==> config.mk <==
export PLATFORM = sky130hd
export DESIGN_NAME = tses_slave
export DESIGN_NICKNAME = d
export VERILOG_FILES = /design/src/hw/tses_pkg.sv /design/src/hw/tses_slave.sv
export VERILOG_INCLUDE_DIRS = /design/src /design/src/hw
export SDC_FILE = /design/constraint.sdc
export NUM_CORES = 1
export LEC_CHECK = 0
export ABC_AREA = 1
export CORE_AREA = 4 4 174 176
export DETAILED_ROUTE_END_ITERATION = 10
export DIE_AREA = 0 0 178 180
export DONT_BUFFER_PORTS = 1
export PLACE_DENSITY = 0.63
export SETUP_SLACK_MARGIN = 0.4
export SYNTH_ARGS = -nofsm -noshare
export SYNTH_HDL_FRONTEND = slang
export SYNTH_SLANG_ARGS = --single-unit
==> constraint.sdc <==
create_clock -name mclk -period 4.8 [get_ports mclk]
set_input_delay 0.72 -clock mclk [delete_from_list [all_inputs] [get_ports mclk]]
set_output_delay 0.72 -clock mclk [all_outputs]
set_load 0.005 [all_outputs]
==> src/hw/tses_defines.svh <==
// Constants of the thermal sensor event serial slave.
// Function
// - Temperature is 12-bit twos complement, 0.0625 C.
// - Limits are 10-bit twos complement, 0.25 C.
// - Bit 12 is the sign in temperature and limit words.
// - Limit magnitude bits 11:2; bits 1:0 ignored.
// - Negative reading is code minus 4096, over 16.
// - Event modes: interrupt, comparator, critical only.
// - Critical in interrupt mode forces comparator behaviour.
// - Critical event ignores the clear event bit.
// - Thresholds deassert with hysteresis from bits 10:9.
// - Window crossing in or out triggers event.
// - Clear event deasserts interrupt until next trigger.
// - Comparator event ignores register reads and writes.
// - Slave address is 0011 plus three pins.
// - Release data line after 75 ms idle.
// - Start, then address MSB first and direction.
// - Addressed slave drives acknowledge low.
// - Direction 0 writes, 1 reads.
// - Nine pulses per byte, data changes clock low.
// - Direction fixed until a new start.
// - Address pins latched on second own addressing.
// - Pointer resets to zero and holds value.
// - Two data bytes per write, extras ignored.
// - Top temperature bits show live trip status.
`ifndef TSES_DEFINES_SVH
`define TSES_DEFINES_SVH
`define TSES_CLK_MHZ 100
`define TSES_TIMEOUT_MS 75
`define TSES_AHB_TEMP 8'h00
`define TSES_AHB_STAT 8'h04
`define TSES_AHB_CFG 8'h08
`define TSES_PTR_CAP 8'h00
`define TSES_PTR_CFG 8'h01
`define TSES_PTR_UPPER 8'h02
`define TSES_PTR_LOWER 8'h03
`define TSES_PTR_CRIT 8'h04
`define TSES_PTR_TEMP 8'h05
`define TSES_PTR_MFG 8'h06
`define TSES_PTR_DEV 8'h07
`define TSES_ADDR_HI 4'h3
`define TSES_CFG_INT 0
`define TSES_CFG_CRIT_ONLY 2
`define TSES_CFG_EN 3
`define TSES_CFG_CLR 5
`define TSES_HYST_HI 10
`define TSES_HYST_LO 9
`define TSES_HYST_1P5 14'h0018
`define TSES_HYST_3 14'h0030
`define TSES_HYST_6 14'h0060
`define TSES_SIGN 12
`define TSES_LIM_HI 11
`define TSES_LIM_LO 2
`define TSES_CFG_RST 16'h0000
`define TSES_PTR_RST 8'h00
`define TSES_BYTE_PTR 2'h0
`define TSES_BYTE_MSB 2'h1
`define TSES_BYTE_LSB 2'h2
`define TSES_BYTE_DONE 2'h3
`define TSES_LAST_BIT 4'h7
`define TSES_BITS 4'h8
`endif

==> src/hw/tses_pkg.sv <==
// Types shared by the thermal sensor event serial slave.
package tses_pkg;
	typedef enum logic [2:0] {
		TSES_IDLE, TSES_ADDR, TSES_AACK, TSES_WBYTE, TSES_WACK,
		TSES_RBYTE, TSES_RACK
	} tses_state_t;
	typedef struct packed {
		logic crit;
		logic above;
		logic below;
	} tses_trip_t;
endpackage : tses_pkg

==> src/hw/tses_slave.sv <==
// Thermal sensor event logic with serial slave and AHB-Lite side port.
//
// Chosen here: the placing of the registers and the AHB-Lite register port.
`timescale 1ns/1ps
`include "tses_defines.svh"
module tses_slave #(
	parameter int TIMEOUT_CYC = `TSES_TIMEOUT_MS * `TSES_CLK_MHZ * 1000,
	parameter logic [15:0] CAP_WORD = 16'h0001,
	parameter logic [15:0] MFG_WORD = 16'h5a5a,
	parameter logic [15:0] DEV_WORD = 16'h0100
) (
	input wire logic mclk,
	input wire logic rst_n,
	input wire logic hsel,
	input wire logic [7:0] haddr,
	input wire logic [1:0] htrans,
	input wire logic hwrite,
	input wire logic [2:0] hsize,
	input wire logic [31:0] hwdata,
	input wire logic hready,
	output logic hreadyout,
	output logic [31:0] hrdata,
	output logic hresp,
	input wire logic scl,
	input wire logic sda_in,
	output logic sda_out,
	output logic sda_oe,
	input wire logic addr_sel_bit0,
	input wire logic addr_sel_bit1,
	input wire logic addr_sel_bit2,
	input wire logic event_in,
	output logic event_out,
	output logic event_oe
);
	localparam int TW = $clog2(TIMEOUT_CYC + 1);

	logic [1:0] scl_s;
	logic [1:0] sda_s;
	logic [1:0] evp_s;
	logic [2:0] adr_s0;
	logic [2:0] adr_s1;
	logic scl_q;
	logic sda_q;
	tses_pkg::tses_state_t state;
	logic [3:0] bitcnt;
	logic [7:0] rx;
	logic [7:0] tx;
	logic rw;
	logic mack;
	logic rd_hi;
	logic [1:0] byte_idx;
	logic [7:0] wr_msb;
	logic [7:0] pointer;
	logic [15:0] cfg;
	logic [10:0] lim_up;
	logic [10:0] lim_lo;
	logic [10:0] lim_cr;
	logic [12:0] temp;
	logic clr_evt;
	logic [1:0] match_cnt;
	logic locked;
	logic [2:0] addr_lat;
	logic [TW-1:0] to_cnt;
	tses_pkg::tses_trip_t flag;
	logic win_q;
	logic int_latch;
	logic dp_wr;
	logic [7:0] dp_addr;

	// Three stages on the clock and data lines, two on event and pins: the third copy is only for edge finding.
	always_ff @(posedge mclk or negedge rst_n) begin
		if (!rst_n) begin
			scl_s <= 2'h3;
			sda_s <= 2'h3;
			evp_s <= 2'h3;
			adr_s0 <= 3'h0;
			adr_s1 <= 3'h0;
			scl_q <= 1'b1;
			sda_q <= 1'b1;
		end else begin
			scl_s <= {scl_s[0], scl};
			sda_s <= {sda_s[0], sda_in};
			evp_s <= {evp_s[0], event_in};
			adr_s0 <= {addr_sel_bit2, addr_sel_bit1, addr_sel_bit0};
			adr_s1 <= adr_s0;
			scl_q <= scl_s[1];
			sda_q <= sda_s[1];
		end
	end

	wire scl_rise = scl_s[1] & ~scl_q;
	wire scl_fall = ~scl_s[1] & scl_q;
	wire start_c = scl_s[1] & scl_q & sda_q & ~sda_s[1];
	wire stop_c = scl_s[1] & scl_q & ~sda_q & sda_s[1];
	wire sda_chg = sda_s[1] ^ sda_q;
	wire timeout = to_cnt == TW'(TIMEOUT_CYC - 1);
	wire [2:0] addr_used = locked ? addr_lat : adr_s1;
	wire addr_hit = rx[6:0] == {`TSES_ADDR_HI, addr_used};
	// By the falling edge the direction bit is in, so the address sits higher.
	wire addr_full = rx[7:1] == {`TSES_ADDR_HI, addr_used};
	wire [7:0] rx_byte = {rx[6:0], sda_s[1]};

	// Sign-extended compares in temperature steps; limits gain two zeros.
	wire signed [13:0] t_s = {temp[`TSES_SIGN], temp};
	wire signed [13:0] up_s = {lim_up[10], lim_up, 2'b00};
	wire signed [13:0] lo_s = {lim_lo[10], lim_lo, 2'b00};
	wire signed [13:0] cr_s = {lim_cr[10], lim_cr, 2'b00};
	wire [1:0] hsel_cfg = cfg[`TSES_HYST_HI:`TSES_HYST_LO];
	wire signed [13:0] hyst = (hsel_cfg == 2'h1) ? `TSES_HYST_1P5 :
		(hsel_cfg == 2'h2) ? `TSES_HYST_3 :
		(hsel_cfg == 2'h3) ? `TSES_HYST_6 : 14'h0000;
	wire live_crit = t_s >= cr_s;
	wire live_above = t_s > up_s;
	wire live_below = t_s < lo_s;
	wire [2:0] trip_live = {live_crit, live_above, live_below};
	wire win_f = flag.above | flag.below;
	wire win_edge = win_f ^ win_q;
	wire mode_int = cfg[`TSES_CFG_INT];
	wire mode_crit = cfg[`TSES_CFG_CRIT_ONLY];
	wire evt_cond = mode_crit ? flag.crit :
		mode_int ? (int_latch | flag.crit) :
		(win_f | flag.crit);
	wire evt_on = cfg[`TSES_CFG_EN] & evt_cond;

	wire [15:0] rd_word =
		(pointer == `TSES_PTR_CFG) ? cfg :
		(pointer == `TSES_PTR_UPPER) ? {3'b000, lim_up, 2'b00} :
		(pointer == `TSES_PTR_LOWER) ? {3'b000, lim_lo, 2'b00} :
		(pointer == `TSES_PTR_CRIT) ? {3'b000, lim_cr, 2'b00} :
		(pointer == `TSES_PTR_TEMP) ? {trip_live, temp} :
		(pointer == `TSES_PTR_CAP) ? CAP_WORD :
		(pointer == `TSES_PTR_MFG) ? MFG_WORD :
		(pointer == `TSES_PTR_DEV) ? DEV_WORD : 16'h0000;
	wire [7:0] rd_byte = rd_hi ? rd_word[15:8] : rd_word[7:0];

	// Counts only while a transfer is open; any data line change restarts.
	always_ff @(posedge mclk or negedge rst_n) begin
		if (!rst_n) begin
			to_cnt <= '0;
		end else if (state == tses_pkg::TSES_IDLE || sda_chg || timeout) begin
			to_cnt <= '0;
		end else begin
			to_cnt <= to_cnt + TW'(1);
		end
	end

	always_ff @(posedge mclk or negedge rst_n) begin
		if (!rst_n) begin
			state <= tses_pkg::TSES_IDLE;
			bitcnt <= 4'h0;
			rx <= 8'h00;
			tx <= 8'h00;
			rw <= 1'b0;
			mack <= 1'b0;
			rd_hi <= 1'b1;
			byte_idx <= `TSES_BYTE_PTR;
			wr_msb <= 8'h00;
			pointer <= `TSES_PTR_RST;
			cfg <= `TSES_CFG_RST;
			lim_up <= 11'h000;
			lim_lo <= 11'h000;
			lim_cr <= 11'h000;
			clr_evt <= 1'b0;
			match_cnt <= 2'h0;
			locked <= 1'b0;
			addr_lat <= 3'h0;
			sda_oe <= 1'b0;
		end else begin
			clr_evt <= 1'b0;
			if (timeout || stop_c) begin
				state <= tses_pkg::TSES_IDLE;
				sda_oe <= 1'b0;
			end else if (start_c) begin
				state <= tses_pkg::TSES_ADDR;
				bitcnt <= 4'h0;
				sda_oe <= 1'b0;
			end else if (scl_rise) begin
				case (state)
				tses_pkg::TSES_ADDR, tses_pkg::TSES_WBYTE,
				tses_pkg::TSES_RBYTE: begin
					rx <= rx_byte;
					bitcnt <= bitcnt + 4'h1;
				end
				tses_pkg::TSES_RACK: begin
					mack <= ~sda_s[1];
				end
				default: begin
				end
				endcase
				if (state == tses_pkg::TSES_ADDR && bitcnt == `TSES_LAST_BIT &&
					addr_hit) begin
					rw <= sda_s[1];
					rd_hi <= 1'b1;
					byte_idx <= `TSES_BYTE_PTR;
					if (match_cnt != 2'h2) begin
						match_cnt <= match_cnt + 2'h1;
					end
					if (match_cnt == 2'h1 && !locked) begin
						locked <= 1'b1;
						addr_lat <= adr_s1;
					end
				end
				if (state == tses_pkg::TSES_WBYTE && bitcnt == `TSES_LAST_BIT) begin
					if (byte_idx != `TSES_BYTE_DONE) begin
						byte_idx <= byte_idx + 2'h1;
					end
					case (byte_idx)
					`TSES_BYTE_PTR: pointer <= rx_byte;
					`TSES_BYTE_MSB: wr_msb <= rx_byte;
					`TSES_BYTE_LSB: begin
						if (pointer == `TSES_PTR_CFG) begin
							cfg <= {wr_msb, rx_byte};
							cfg[`TSES_CFG_CLR] <= 1'b0;
							clr_evt <= rx_byte[`TSES_CFG_CLR];
						end else if (pointer == `TSES_PTR_UPPER) begin
							lim_up <= {wr_msb[4:0], rx_byte[7:2]};
						end else if (pointer == `TSES_PTR_LOWER) begin
							lim_lo <= {wr_msb[4:0], rx_byte[7:2]};
						end else if (pointer == `TSES_PTR_CRIT) begin
							lim_cr <= {wr_msb[4:0], rx_byte[7:2]};
						end
					end
					default: begin
					end
					endcase
				end
			end else if (scl_fall) begin
				case (state)
				tses_pkg::TSES_ADDR: begin
					if (bitcnt == `TSES_BITS) begin
						state <= addr_full ? tses_pkg::TSES_AACK :
							tses_pkg::TSES_IDLE;
						sda_oe <= addr_full;
					end
				end
				tses_pkg::TSES_AACK: begin
					bitcnt <= 4'h0;
					if (rw) begin
						state <= tses_pkg::TSES_RBYTE;
						tx <= rd_byte;
						sda_oe <= ~rd_byte[7];
						rd_hi <= ~rd_hi;
					end else begin
						state <= tses_pkg::TSES_WBYTE;
						sda_oe <= 1'b0;
					end
				end
				tses_pkg::TSES_WBYTE: begin
					if (bitcnt == `TSES_BITS) begin
						state <= tses_pkg::TSES_WACK;
						sda_oe <= 1'b1;
					end
				end
				tses_pkg::TSES_WACK: begin
					state <= tses_pkg::TSES_WBYTE;
					bitcnt <= 4'h0;
					sda_oe <= 1'b0;
				end
				tses_pkg::TSES_RBYTE: begin
					if (bitcnt == `TSES_BITS) begin
						state <= tses_pkg::TSES_RACK;
						sda_oe <= 1'b0;
					end else begin
						sda_oe <= ~tx[3'h7 - bitcnt[2:0]];
					end
				end
				tses_pkg::TSES_RACK: begin
					if (mack) begin
						state <= tses_pkg::TSES_RBYTE;
						bitcnt <= 4'h0;
						tx <= rd_byte;
						sda_oe <= ~rd_byte[7];
						rd_hi <= ~rd_hi;
					end else begin
						state <= tses_pkg::TSES_IDLE;
					end
				end
				default: begin
				end
				endcase
			end
		end
	end

	// Hysteretic trip flags: critical sets at its threshold, window flags beyond theirs; critical released past the hysteresis, window flags at it.
	always_ff @(posedge mclk or negedge rst_n) begin
		if (!rst_n) begin
			flag <= '0;
			win_q <= 1'b0;
		end else begin
			win_q <= win_f;
			if (t_s >= cr_s) begin
				flag.crit <= 1'b1;
			end else if (t_s < cr_s - hyst) begin
				flag.crit <= 1'b0;
			end
			if (t_s > up_s) begin
				flag.above <= 1'b1;
			end else if (t_s <= up_s - hyst) begin
				flag.above <= 1'b0;
			end
			if (t_s < lo_s) begin
				flag.below <= 1'b1;
			end else if (t_s >= lo_s + hyst) begin
				flag.below <= 1'b0;
			end
		end
	end

	// A crossing in the same cycle as a clear keeps the event raised.
	always_ff @(posedge mclk or negedge rst_n) begin
		if (!rst_n) begin
			int_latch <= 1'b0;
		end else if (!mode_int || mode_crit) begin
			int_latch <= 1'b0;
		end else if (win_edge) begin
			int_latch <= 1'b1;
		end else if (clr_evt) begin
			int_latch <= 1'b0;
		end
	end

	always_ff @(posedge mclk or negedge rst_n) begin
		if (!rst_n) begin
			event_oe <= 1'b0;
		end else begin
			event_oe <= evt_on;
		end
	end

	assign event_out = 1'b0;
	assign sda_out = 1'b0;
	assign hreadyout = 1'b1;
	assign hresp = 1'b0;

	wire ahb_go = hsel & hready & htrans[1];
	wire [31:0] stat_word = {8'h00, pointer, 6'h00, evp_s[1], addr_used,
		locked, int_latch, flag.crit, flag.above, flag.below, event_oe};
	wire [31:0] rd_mux = (haddr == `TSES_AHB_TEMP) ? {19'h0, temp} :
		(haddr == `TSES_AHB_STAT) ? stat_word :
		(haddr == `TSES_AHB_CFG) ? {16'h0000, cfg} : 32'h0000_0000;

	always_ff @(posedge mclk or negedge rst_n) begin
		if (!rst_n) begin
			dp_wr <= 1'b0;
			dp_addr <= 8'h00;
			hrdata <= 32'h0000_0000;
		end else begin
			dp_wr <= ahb_go & hwrite;
			dp_addr <= haddr;
			if (ahb_go && !hwrite) begin
				hrdata <= rd_mux;
			end
		end
	end

	always_ff @(posedge mclk or negedge rst_n) begin
		if (!rst_n) begin
			temp <= 13'h0000;
		end else if (dp_wr && dp_addr == `TSES_AHB_TEMP) begin
			temp <= hwdata[12:0];
		end
	end
endmodule : tses_slave

Word-level counts from Yosys, hierarchy flattened
Cells that the tools add are included. W data, S select, Z words.

Multiplexer cells: 75. Divide/modulo/power cells: 0. Bitwise gates (word level): 29. Multipliers: 0. Magnitude comparators: 7. Add/sub/neg operators: 8. Reduce and logical (&&, ||, !) cells: 48. Shifts and indexed selects: 0. Eq/ne operators: 40.

Operators with widths (count): $mux W16 (6); $mux W24 (2); $eq A8 B3 Y1 const B (5); $mux W1 (32); $mux W15 (2); $mux W3 (10); $sub A13 B8 Y14 (2); $reduce_and A5 Y1 (5); $logic_not A8 Y1 (3); $mux W8 (3); $add A23 B1 Y23 const B (1); $eq A23 B23 Y1 const B (1); $mux W23 (1); $mux W7 (3); $reduce_and A7 Y1 (3); $mux W4 (5); $pmux W3 S6 (1); $reduce_and A6 Y1 (3); $eq A8 B2 Y1 const B (2); $pmux W8 S2 (1); $add A13 B8 Y14 (1); $eq A7 B5 Y1 (2); $ge A13 B14 Y1 (1); $le A13 B14 Y1 (1); 48 further kinds (111).

ROM bits: 0. Memory bits (writable): 0. Bits in latches: 0. Bits in registers: 197. Memories: 0.

Logic depth before layout (Yosys ltp)
Gate-level depths: netlist (run 1).

Depth in word-level cells: 17. Gate-level depth with buffers: 21.

Worst setup path before layout (run 1)
Ideal clock, no wire load.

Path kind: register to register. From: reg cfg[10]. To: reg flag[0] (netlist name). Library setup time: 0.120 ns. Path buffers: 0. Slack: 1.690 ns. Data arrival time: 2.990 ns. Clock period less this slack: 3.110 ns. Stages on the path, launching flop included: 18. Cells stage by stage: dfrtp_1 > inv_1 > ha_1 > inv_1 > fa_1 > a21oi_1 > o21ai_0 > nand2_1 > nor2_1 > nand3_1 > xor2_1 > ha_1 > a21oi_1 > nor2_1 > a211oi_1 > o211ai_1 > xor2_1 > a31o_2.

Word-level cells in the longest chain between the ends: 7.

RTL lines: start: declaration (line tses_slave.sv:54) `logic [15:0] cfg;`; start signal: assignment (line tses_slave.sv:159) `` cfg <= `TSES_CFG_RST; ``; start signal: assignment (line tses_slave.sv:212) `cfg <= {wr_msb, rx_byte};`; $eq A2 B2 Y1 (line tses_slave.sv:111) `` (hsel_cfg == 2'h3) ? `TSES_HYST_6 : 14'h0000; ``; $mux W7 (line tses_slave.sv:111); $mux W7 (line tses_slave.sv:110) `` (hsel_cfg == 2'h2) ? `TSES_HYST_3 : ``; $mux W7 * (line tses_slave.sv:109) `` wire signed [13:0] hyst = (hsel_cfg == 2'h1) ? `TSES_HYST_1P5 : ``; $add A13 B8 Y14 * (line tses_slave.sv:304) `end else if (t_s >= lo_s + hyst) begin`; $ge A13 B14 Y1 * (line tses_slave.sv:304); $reduce_bool A2 Y1 (no source line) *; end: declaration (line tses_slave.sv:64) `tses_pkg::tses_trip_t flag;`.

Mark *: on every way between the ends. The rest lies on a longest branch, timed or not. A chain may end at the register's enable or synchronous reset.

Worst setup path after layout (run 1)
Ends and elaborated chain as after synthesis.

==> impl_metrics.ini, run 1 <==
[grt]
antenna_found_initial = 0
grt_pass1_wl_um = 47300
grt_pass1_vias = 8789
grt_max_degree = 190
grt_usage_pct = 18.7
grt.overflow.total = 0

[placed_design]
portBuffers = 0
hpwl_um = 22100
placed_cell_area_mm2 = 0.0116
gp_congestion = 0.930

[drt]
first_pass_iters = 5
vias = 9064
dr.first_iter.drc_count = 595
routedWlPerCell_um = 16.9
ant_nets = 0
viasPerCell = 5.20
drc = 0
drt_wl_total_um = 29500

[worst_setup_path]
cp-end-kind = flip-flop
criticalPathCategory = flip-flop to flip-flop
path_max_fanout = 5
start_kind = flip-flop
crit_required_ns = 5.14
critPathArrivalTime_ns = 3.95

[floorplan]
die_w_um = 178
die_area_mm2 = 0.0320
chipHeight_um = 180
io_pins = 94
start_util_pct = 39.6
core_area_mm2 = 0.0286
num_rows = 62

[layout]
nets = 1498
regArea_mm2 = 0.00474
areaGrowthSynthToFinish_pct = 7.86
n_antenna_cell = 0
fill_cells = 2824
fin_util_pct = 42.7
multiInputGateArea_mm2 = 0.00570
drive_gt1_share_pct = 10.6
final_area_mm2 = 0.0122

[sta]
worstMarginPinSlew_ns = 1.05
clock_skew_ns = 0.0117
hold-worst-slack_ns = -0.0304
layout_min_cycle_time_ns = 3.61
finalHoldViolCount = 41
rsz0062_at_grt = false
setup_viol = 0
slew_violations = 0
max_slew_margin_pct = 30.0
fin_crit_sh_pct = 75.2
fmax_mhz = 277
setup_tns_ns = 0

[synth]
synth_cell_type_count = 58
yosysMostFrequentCell = nand2_1
ys_top_cells_by_area = dfrtp_1 (40%), ha_1 (10%), nand2_1 (9.3%)
postSynth.asyncResetShare_pct = 100
synth_top_area_share_pct = 39.8
netlist_area_mm2 = 0.0113
synth_edf_count = 0
synth_ff_type = dfrtp_1
yosysWarnings = 0
synth_cells = 1352
ys_seq_area_share_pct = 41.9
avgSynthCellArea_um2 = 8.38
ys_top_cells_by_count = nand2_1 (281), dfrtp_1 (180), inv_1 (146), a21oi_1 (95), nor2_1 (95)
synth-seq-cells = 189
netlist.top_cell.by_area = dfrtp_1

[clocking]
cts_tree = yes
cts_made_buffers = 17
post_cts_buffers = 0
root_buffer = clkbuf_16
cts_max_path_buffers = 2
clock_sinks = 189
htreeDepth = 4
clk_pin_slew_ns = 0.07
insertion_delay_ns = 0.44
cts_resized = 0

[power]
power.leakage_nw = 5.51
powerDensity_mw_per_mm2 = 274
power_w = 0.00335
peakVddDrop_mv = 0.247

[status]
status = finished, violations left
failed_checks = negative hold slack

[hold_path]
hp-class = input port to asynchronous set/reset pin

[job]
max-cap-violations = 0
[power by group]
group	switching (W)	leakage [nW]	total [W]	internal, W
Clock	0.000664	0.294	0.00148	0.000813
Sequential	0.0000612	2.51	0.00170	0.00163
Combinational	0.000108	2.71	0.000177	0.0000697
[cell type report]
type / instances / share of cell area [%]
multi-input combinational: 955 / 46.6
inverter: 184 / 5.65
tap: 384 / 3.93
clock inverter: 12 / 1.22
sequential: 189 / 38.8
clock buffer: 20 / 3.74
[critical path, cell delays in order (launching register included)]
cell and delay [ns]:
dfrtp_1 0.45, inv_1 0.19, ha_1 0.43, inv_1 0.13, fa_1 0.45, a21oi_1 0.16
o21ai_0 0.14, nand2_1 0.09, nor2_1 0.06, nand3_1 0.10, o21ai_0 0.10, ha_1 0.36
nand4_1 0.14, nor3_1 0.21, nand2_1 0.09, o211ai_1 0.12, xor2_1 0.10, a31o_2 0.20
[cell usage in the layout (no fill, tap or decap), types with 5 or more instances in the layout]
cell,n
nand4_1,27
o2111ai_1,8
a31oi_1,14
nor3_1,17
nand2_2,16
xor2_1,33
clkbuf_16,17
inv_1,146
ha_1,92
nand3_1,49
nor3_2,6
inv_2,35
xnor2_1,6
a21oi_1,95
nand2_1,281
dfrtp_1,180
o21ai_2,11
dfstp_2,9
o211ai_1,12
o21ai_0,49
mux2_2,13
o21ai_1,61
conb_1,12
nor2_1,95
nor2_2,5
[cells by family (layout without fill, tap and decap cells)]
group                      Yosys count  after routing  synth area share (%)
xor gates and xnor gates            39             39                  3.02
muxes                               13             13                  1.29
buffers and inverters              218            216                  8.16
DFF                                189            189                  41.9
adders and majority gates           95             95                  10.7
and+or+nand+nor                    526            526                  21.4
AOI/OAI and AO/OA                  270            270                  13.5
other                                2             12                0.0663
[registers in the layout (all words and copies together) (netlist names), 8 cells and up]
name	count
lim_up	11
to_cnt	23
dp_addr	8
wr_msb	8
lim_lo	11
pointer	8
lim_cr	11
rx	8
cfg	15
tx	8
temp	13
hrdata	24
[final timing paths]
| check | to | start | slack [ns] | depth (start not counted) |
|---|---|---|---|---|
| worst max register to register | flag[0]$_DFFE_PN0P_ | cfg[10]$_DFFE_PN0P_ | 1.19 | 17 |
| worst min register to register | adr_s1[1]$_DFF_PN0_ | adr_s0[1]$_DFF_PN0_ | 0.35 | 0 |
| min in group mclk | scl_s[0]$_DFF_PN1_ | scl | 0.27 | 0 |
| worst min-delay path | temp[5]$_DFFE_PN0P_ | rst_n | -0.03 | 0 |
| worst max-delay path | flag[0]$_DFFE_PN0P_ | cfg[10]$_DFFE_PN0P_ | 1.19 | 17 |
| max in group asynchronous | sda_q$_DFF_PN1_ | rst_n | 4.51 | 0 |
[routing by layer]
| metal | share of wire [%] | vias to the layer above | GRT usage (%) |
|---|---|---|---|
| li1 | - | 4477 | - |
| met1 | 45 | 4274 | 25.6 |
| met2 | 46 | 254 | 29.6 |
| met3 | 5.8 | 59 | 3.38 |
| met4 | 3.5 | 0 | 6.99 |
| met5 | 0 | - | 0 |
[metrics by stage]
stage	std cells	worst slack (ns)
2_1_floorplan	1362	1.69
3_3_place_gp	1712	1.26
3_5_place_dp	1712	1.21
4_1_cts	1744	1.20
5_1_grt	1744	0.861
6_report	1744	1.19
No activity file was read; power rests on OpenSTA's default activity.
==> inputs of run 2 (changes only) <==
- clock period: 4.8 -> 3.7 ns (I/O delays scaled with it)
==> run 2 against run 1 <==
  * The flow still finishes with violations (negative hold slack)
  * Final cell count is 0.40% higher
  * Sequential power is 29% higher
  * Via count is 1.5% higher
  * Utilization is 0.54 points higher
  * Critical path depth is 1 higher
  * Non-clock buffer count is 7 higher
  * Maximum frequency is 14% higher
  * First-iteration DRC count is 30% higher
  * Clock-buffer cell count is 3 lower
  * Design area is 1.3% higher
  * Setup slack worse by 0.67 ns
  * Critical endpoint unchanged
  * Largest cell class unchanged
  * Highest routed layer unchanged
==> impl_metrics.ini, run 2 (same netlist as run 1, synthesis figures left out) <==
[status]
status = finished, violations left
failed_checks = negative hold slack

[worst_setup_path]
critPathCapture = flag[0]$_DFFE_PN0P_
rrSetupSlack_ns = 0.52
regToRegEndpoint = flag[0]$_DFFE_PN0P_
criticalPathCategory = flip-flop to flip-flop
critPathArrivalTime_ns = 3.52
start_kind = flip-flop
path_max_fanout = 4
cp-end-kind = flip-flop
reg2regPathDepth = 18
crit_required_ns = 4.05
startpoint = cfg[10]$_DFFE_PN0P_
r2r-start = cfg[10]$_DFFE_PN0P_

[layout]
drive_gt1_share_pct = 13.1
areaGrowthSynthToFinish_pct = 9.21
regArea_mm2 = 0.00474
n_antenna_cell = 0
final_cell_mix = nand2_1 (279), dfrtp_1 (180), inv_1 (143), nor2_1 (94), a21oi_1 (91)
fill_cells = 2819
reg_top3 = hrdata x24, to_cnt x23, cfg x15
layout_commonest_cell = nand2_1
nets = 1505
largest_reg_flops = 24
multiInputGateArea_mm2 = 0.00581
largest_register = hrdata

[sta]
layout_min_cycle_time_ns = 3.18
worstMarginPinSlew_ns = 0.791
fmax_mhz = 315
finalHoldViolCount = 180
rsz0062_at_grt = true
slew_violations = 0
clock_skew_ns = 0.0125
fin_crit_sh_pct = 85.9
max_slew_margin_pct = 47.0
setup_tns_ns = 0
hold-worst-slack_ns = -0.212
setup_viol = 0

[floorplan]
start_util_pct = 39.6
io_pins = 94
chipHeight_um = 180
die_w_um = 178
core_area_mm2 = 0.0286
num_rows = 62
die_area_mm2 = 0.0320

[drt]
drc = 0
dr.first_iter.drc_count = 775
drt_wl_total_um = 30200
vias = 9199
first_pass_iters = 6
routedWlPerCell_um = 17.2
ant_nets = 0
viasPerCell = 5.25

[power]
power.share.clock_pct = 43.3
seqPwrFrac_pct = 51.3
powerDensity_mw_per_mm2 = 347
swShare_pct = 27.2
power.leakage_nw = 5.55
comb_power_share_pct = 5.4
power_w = 0.00429
peakVddDrop_mv = 0.282
p_sw_w = 0.00117
internal_power_w = 0.00312

[clocking]
insertion_delay_ns = 0.45
cts_made_buffers = 17
clock_sinks = 189
cts_tree = yes
cts_max_path_buffers = 2
root_buffer = clkbuf_16
htreeDepth = 4
clk_pin_slew_ns = 0.08

[job]
max-cap-violations = 0

[placed_design]
gp_congestion = 0.924
hpwl_um = 22000
portBuffers = 0

[grt]
grt_pass1_vias = 8915
grt.overflow.total = 0
grt_usage_pct = 19.1
grt_pass1_wl_um = 48200
grt_max_degree = 190
antenna_found_initial = 0

[hold_path]
hp-class = input port to asynchronous set/reset pin
run 2: per-stage QoR:
step           area (µm²)  utilization, %  setup slack, ns  instances  hold slack (ns)
3_5_place_dp        11600            40.7            0.276       1716            0.264
4_1_cts             12200            42.8            0.409       1748           -0.224
6_report            12400            43.2            0.520       1751           -0.212
2_1_floorplan       11400               -            0.590       1362            0.259
3_3_place_gp        11600            40.7            0.305       1716            0.264
5_1_grt             12400            43.2            0.332       1751           -0.232
run 2: timing repair:
action / CTS / global route
gates resized for setup: 3 / 28
pin swaps: 0 / 6
endpoints found under the setup margin: 3 / 3
endpoints found under the hold margin: 189 / 181
cloned: 0 / 0
setup buffers: 0 / 3
run 2: worst min-delay path by stage:
stage          start                       to  depth (start not counted)  slack, ns
2_1_floorplan  rst_n  addr_lat[0]$_DFFE_PN0P_                          0       0.26
3_3_place_gp   rst_n      temp[5]$_DFFE_PN0P_                          0       0.26
3_5_place_dp   rst_n      temp[5]$_DFFE_PN0P_                          0       0.26
4_1_cts        rst_n      temp[5]$_DFFE_PN0P_                          0      -0.22
5_1_grt        rst_n      temp[5]$_DFFE_PN0P_                          0      -0.23
6_report       rst_n      temp[5]$_DFFE_PN0P_                          0      -0.21
run 2: layout make-up:
type	instances	area share [%]
Timing Repair Buffer	7	0.425
Clock buffer	17	3.44
Inverter	184	5.58
Multi-Input combinational cell	955	47.0
Clock inverter	15	1.34
Sequential cell	189	38.3
Tap cell	384	3.88
run 2: power groups by stage:
| stage | clock, W | combinational [W] | sequential, W |
|---|---|---|---|
| global placement | 0 | 0.000219 | 0.00224 |
| global route | 0.00198 | 0.000275 | 0.00221 |
| detailed placement | 0 | 0.000227 | 0.00224 |
| floorplan | 0 | 0.000192 | 0.00220 |
| CTS | 0.00190 | 0.000229 | 0.00220 |
| finish | 0.00186 | 0.000233 | 0.00220 |
run 2: worst max-delay path, cell delays in order (launching register included):
cell and delay (ns):
dfrtp_1 0.40, inv_2 0.07, ha_4 0.30, inv_1 0.10, ha_1 0.28, nand3_1 0.08, nand2_1 0.08, nand2_1 0.07
a21oi_2 0.17, nand2_1 0.12, nor3_2 0.16, xor2_1 0.19, ha_1 0.26, nand2_1 0.06, nor2_1 0.04, a211oi_1 0.18
o211ai_1 0.14, xor2_1 0.16, a31o_2 0.21
run 2: per-layer routing:
layer,global-route usage [%],wire length (µm),vias up
li1,-,-,4486
met3,4.08,1870,46
met4,6.44,780,0
met5,0,0,-
met1,26.8,13700,4391
met2,29.3,13900,276
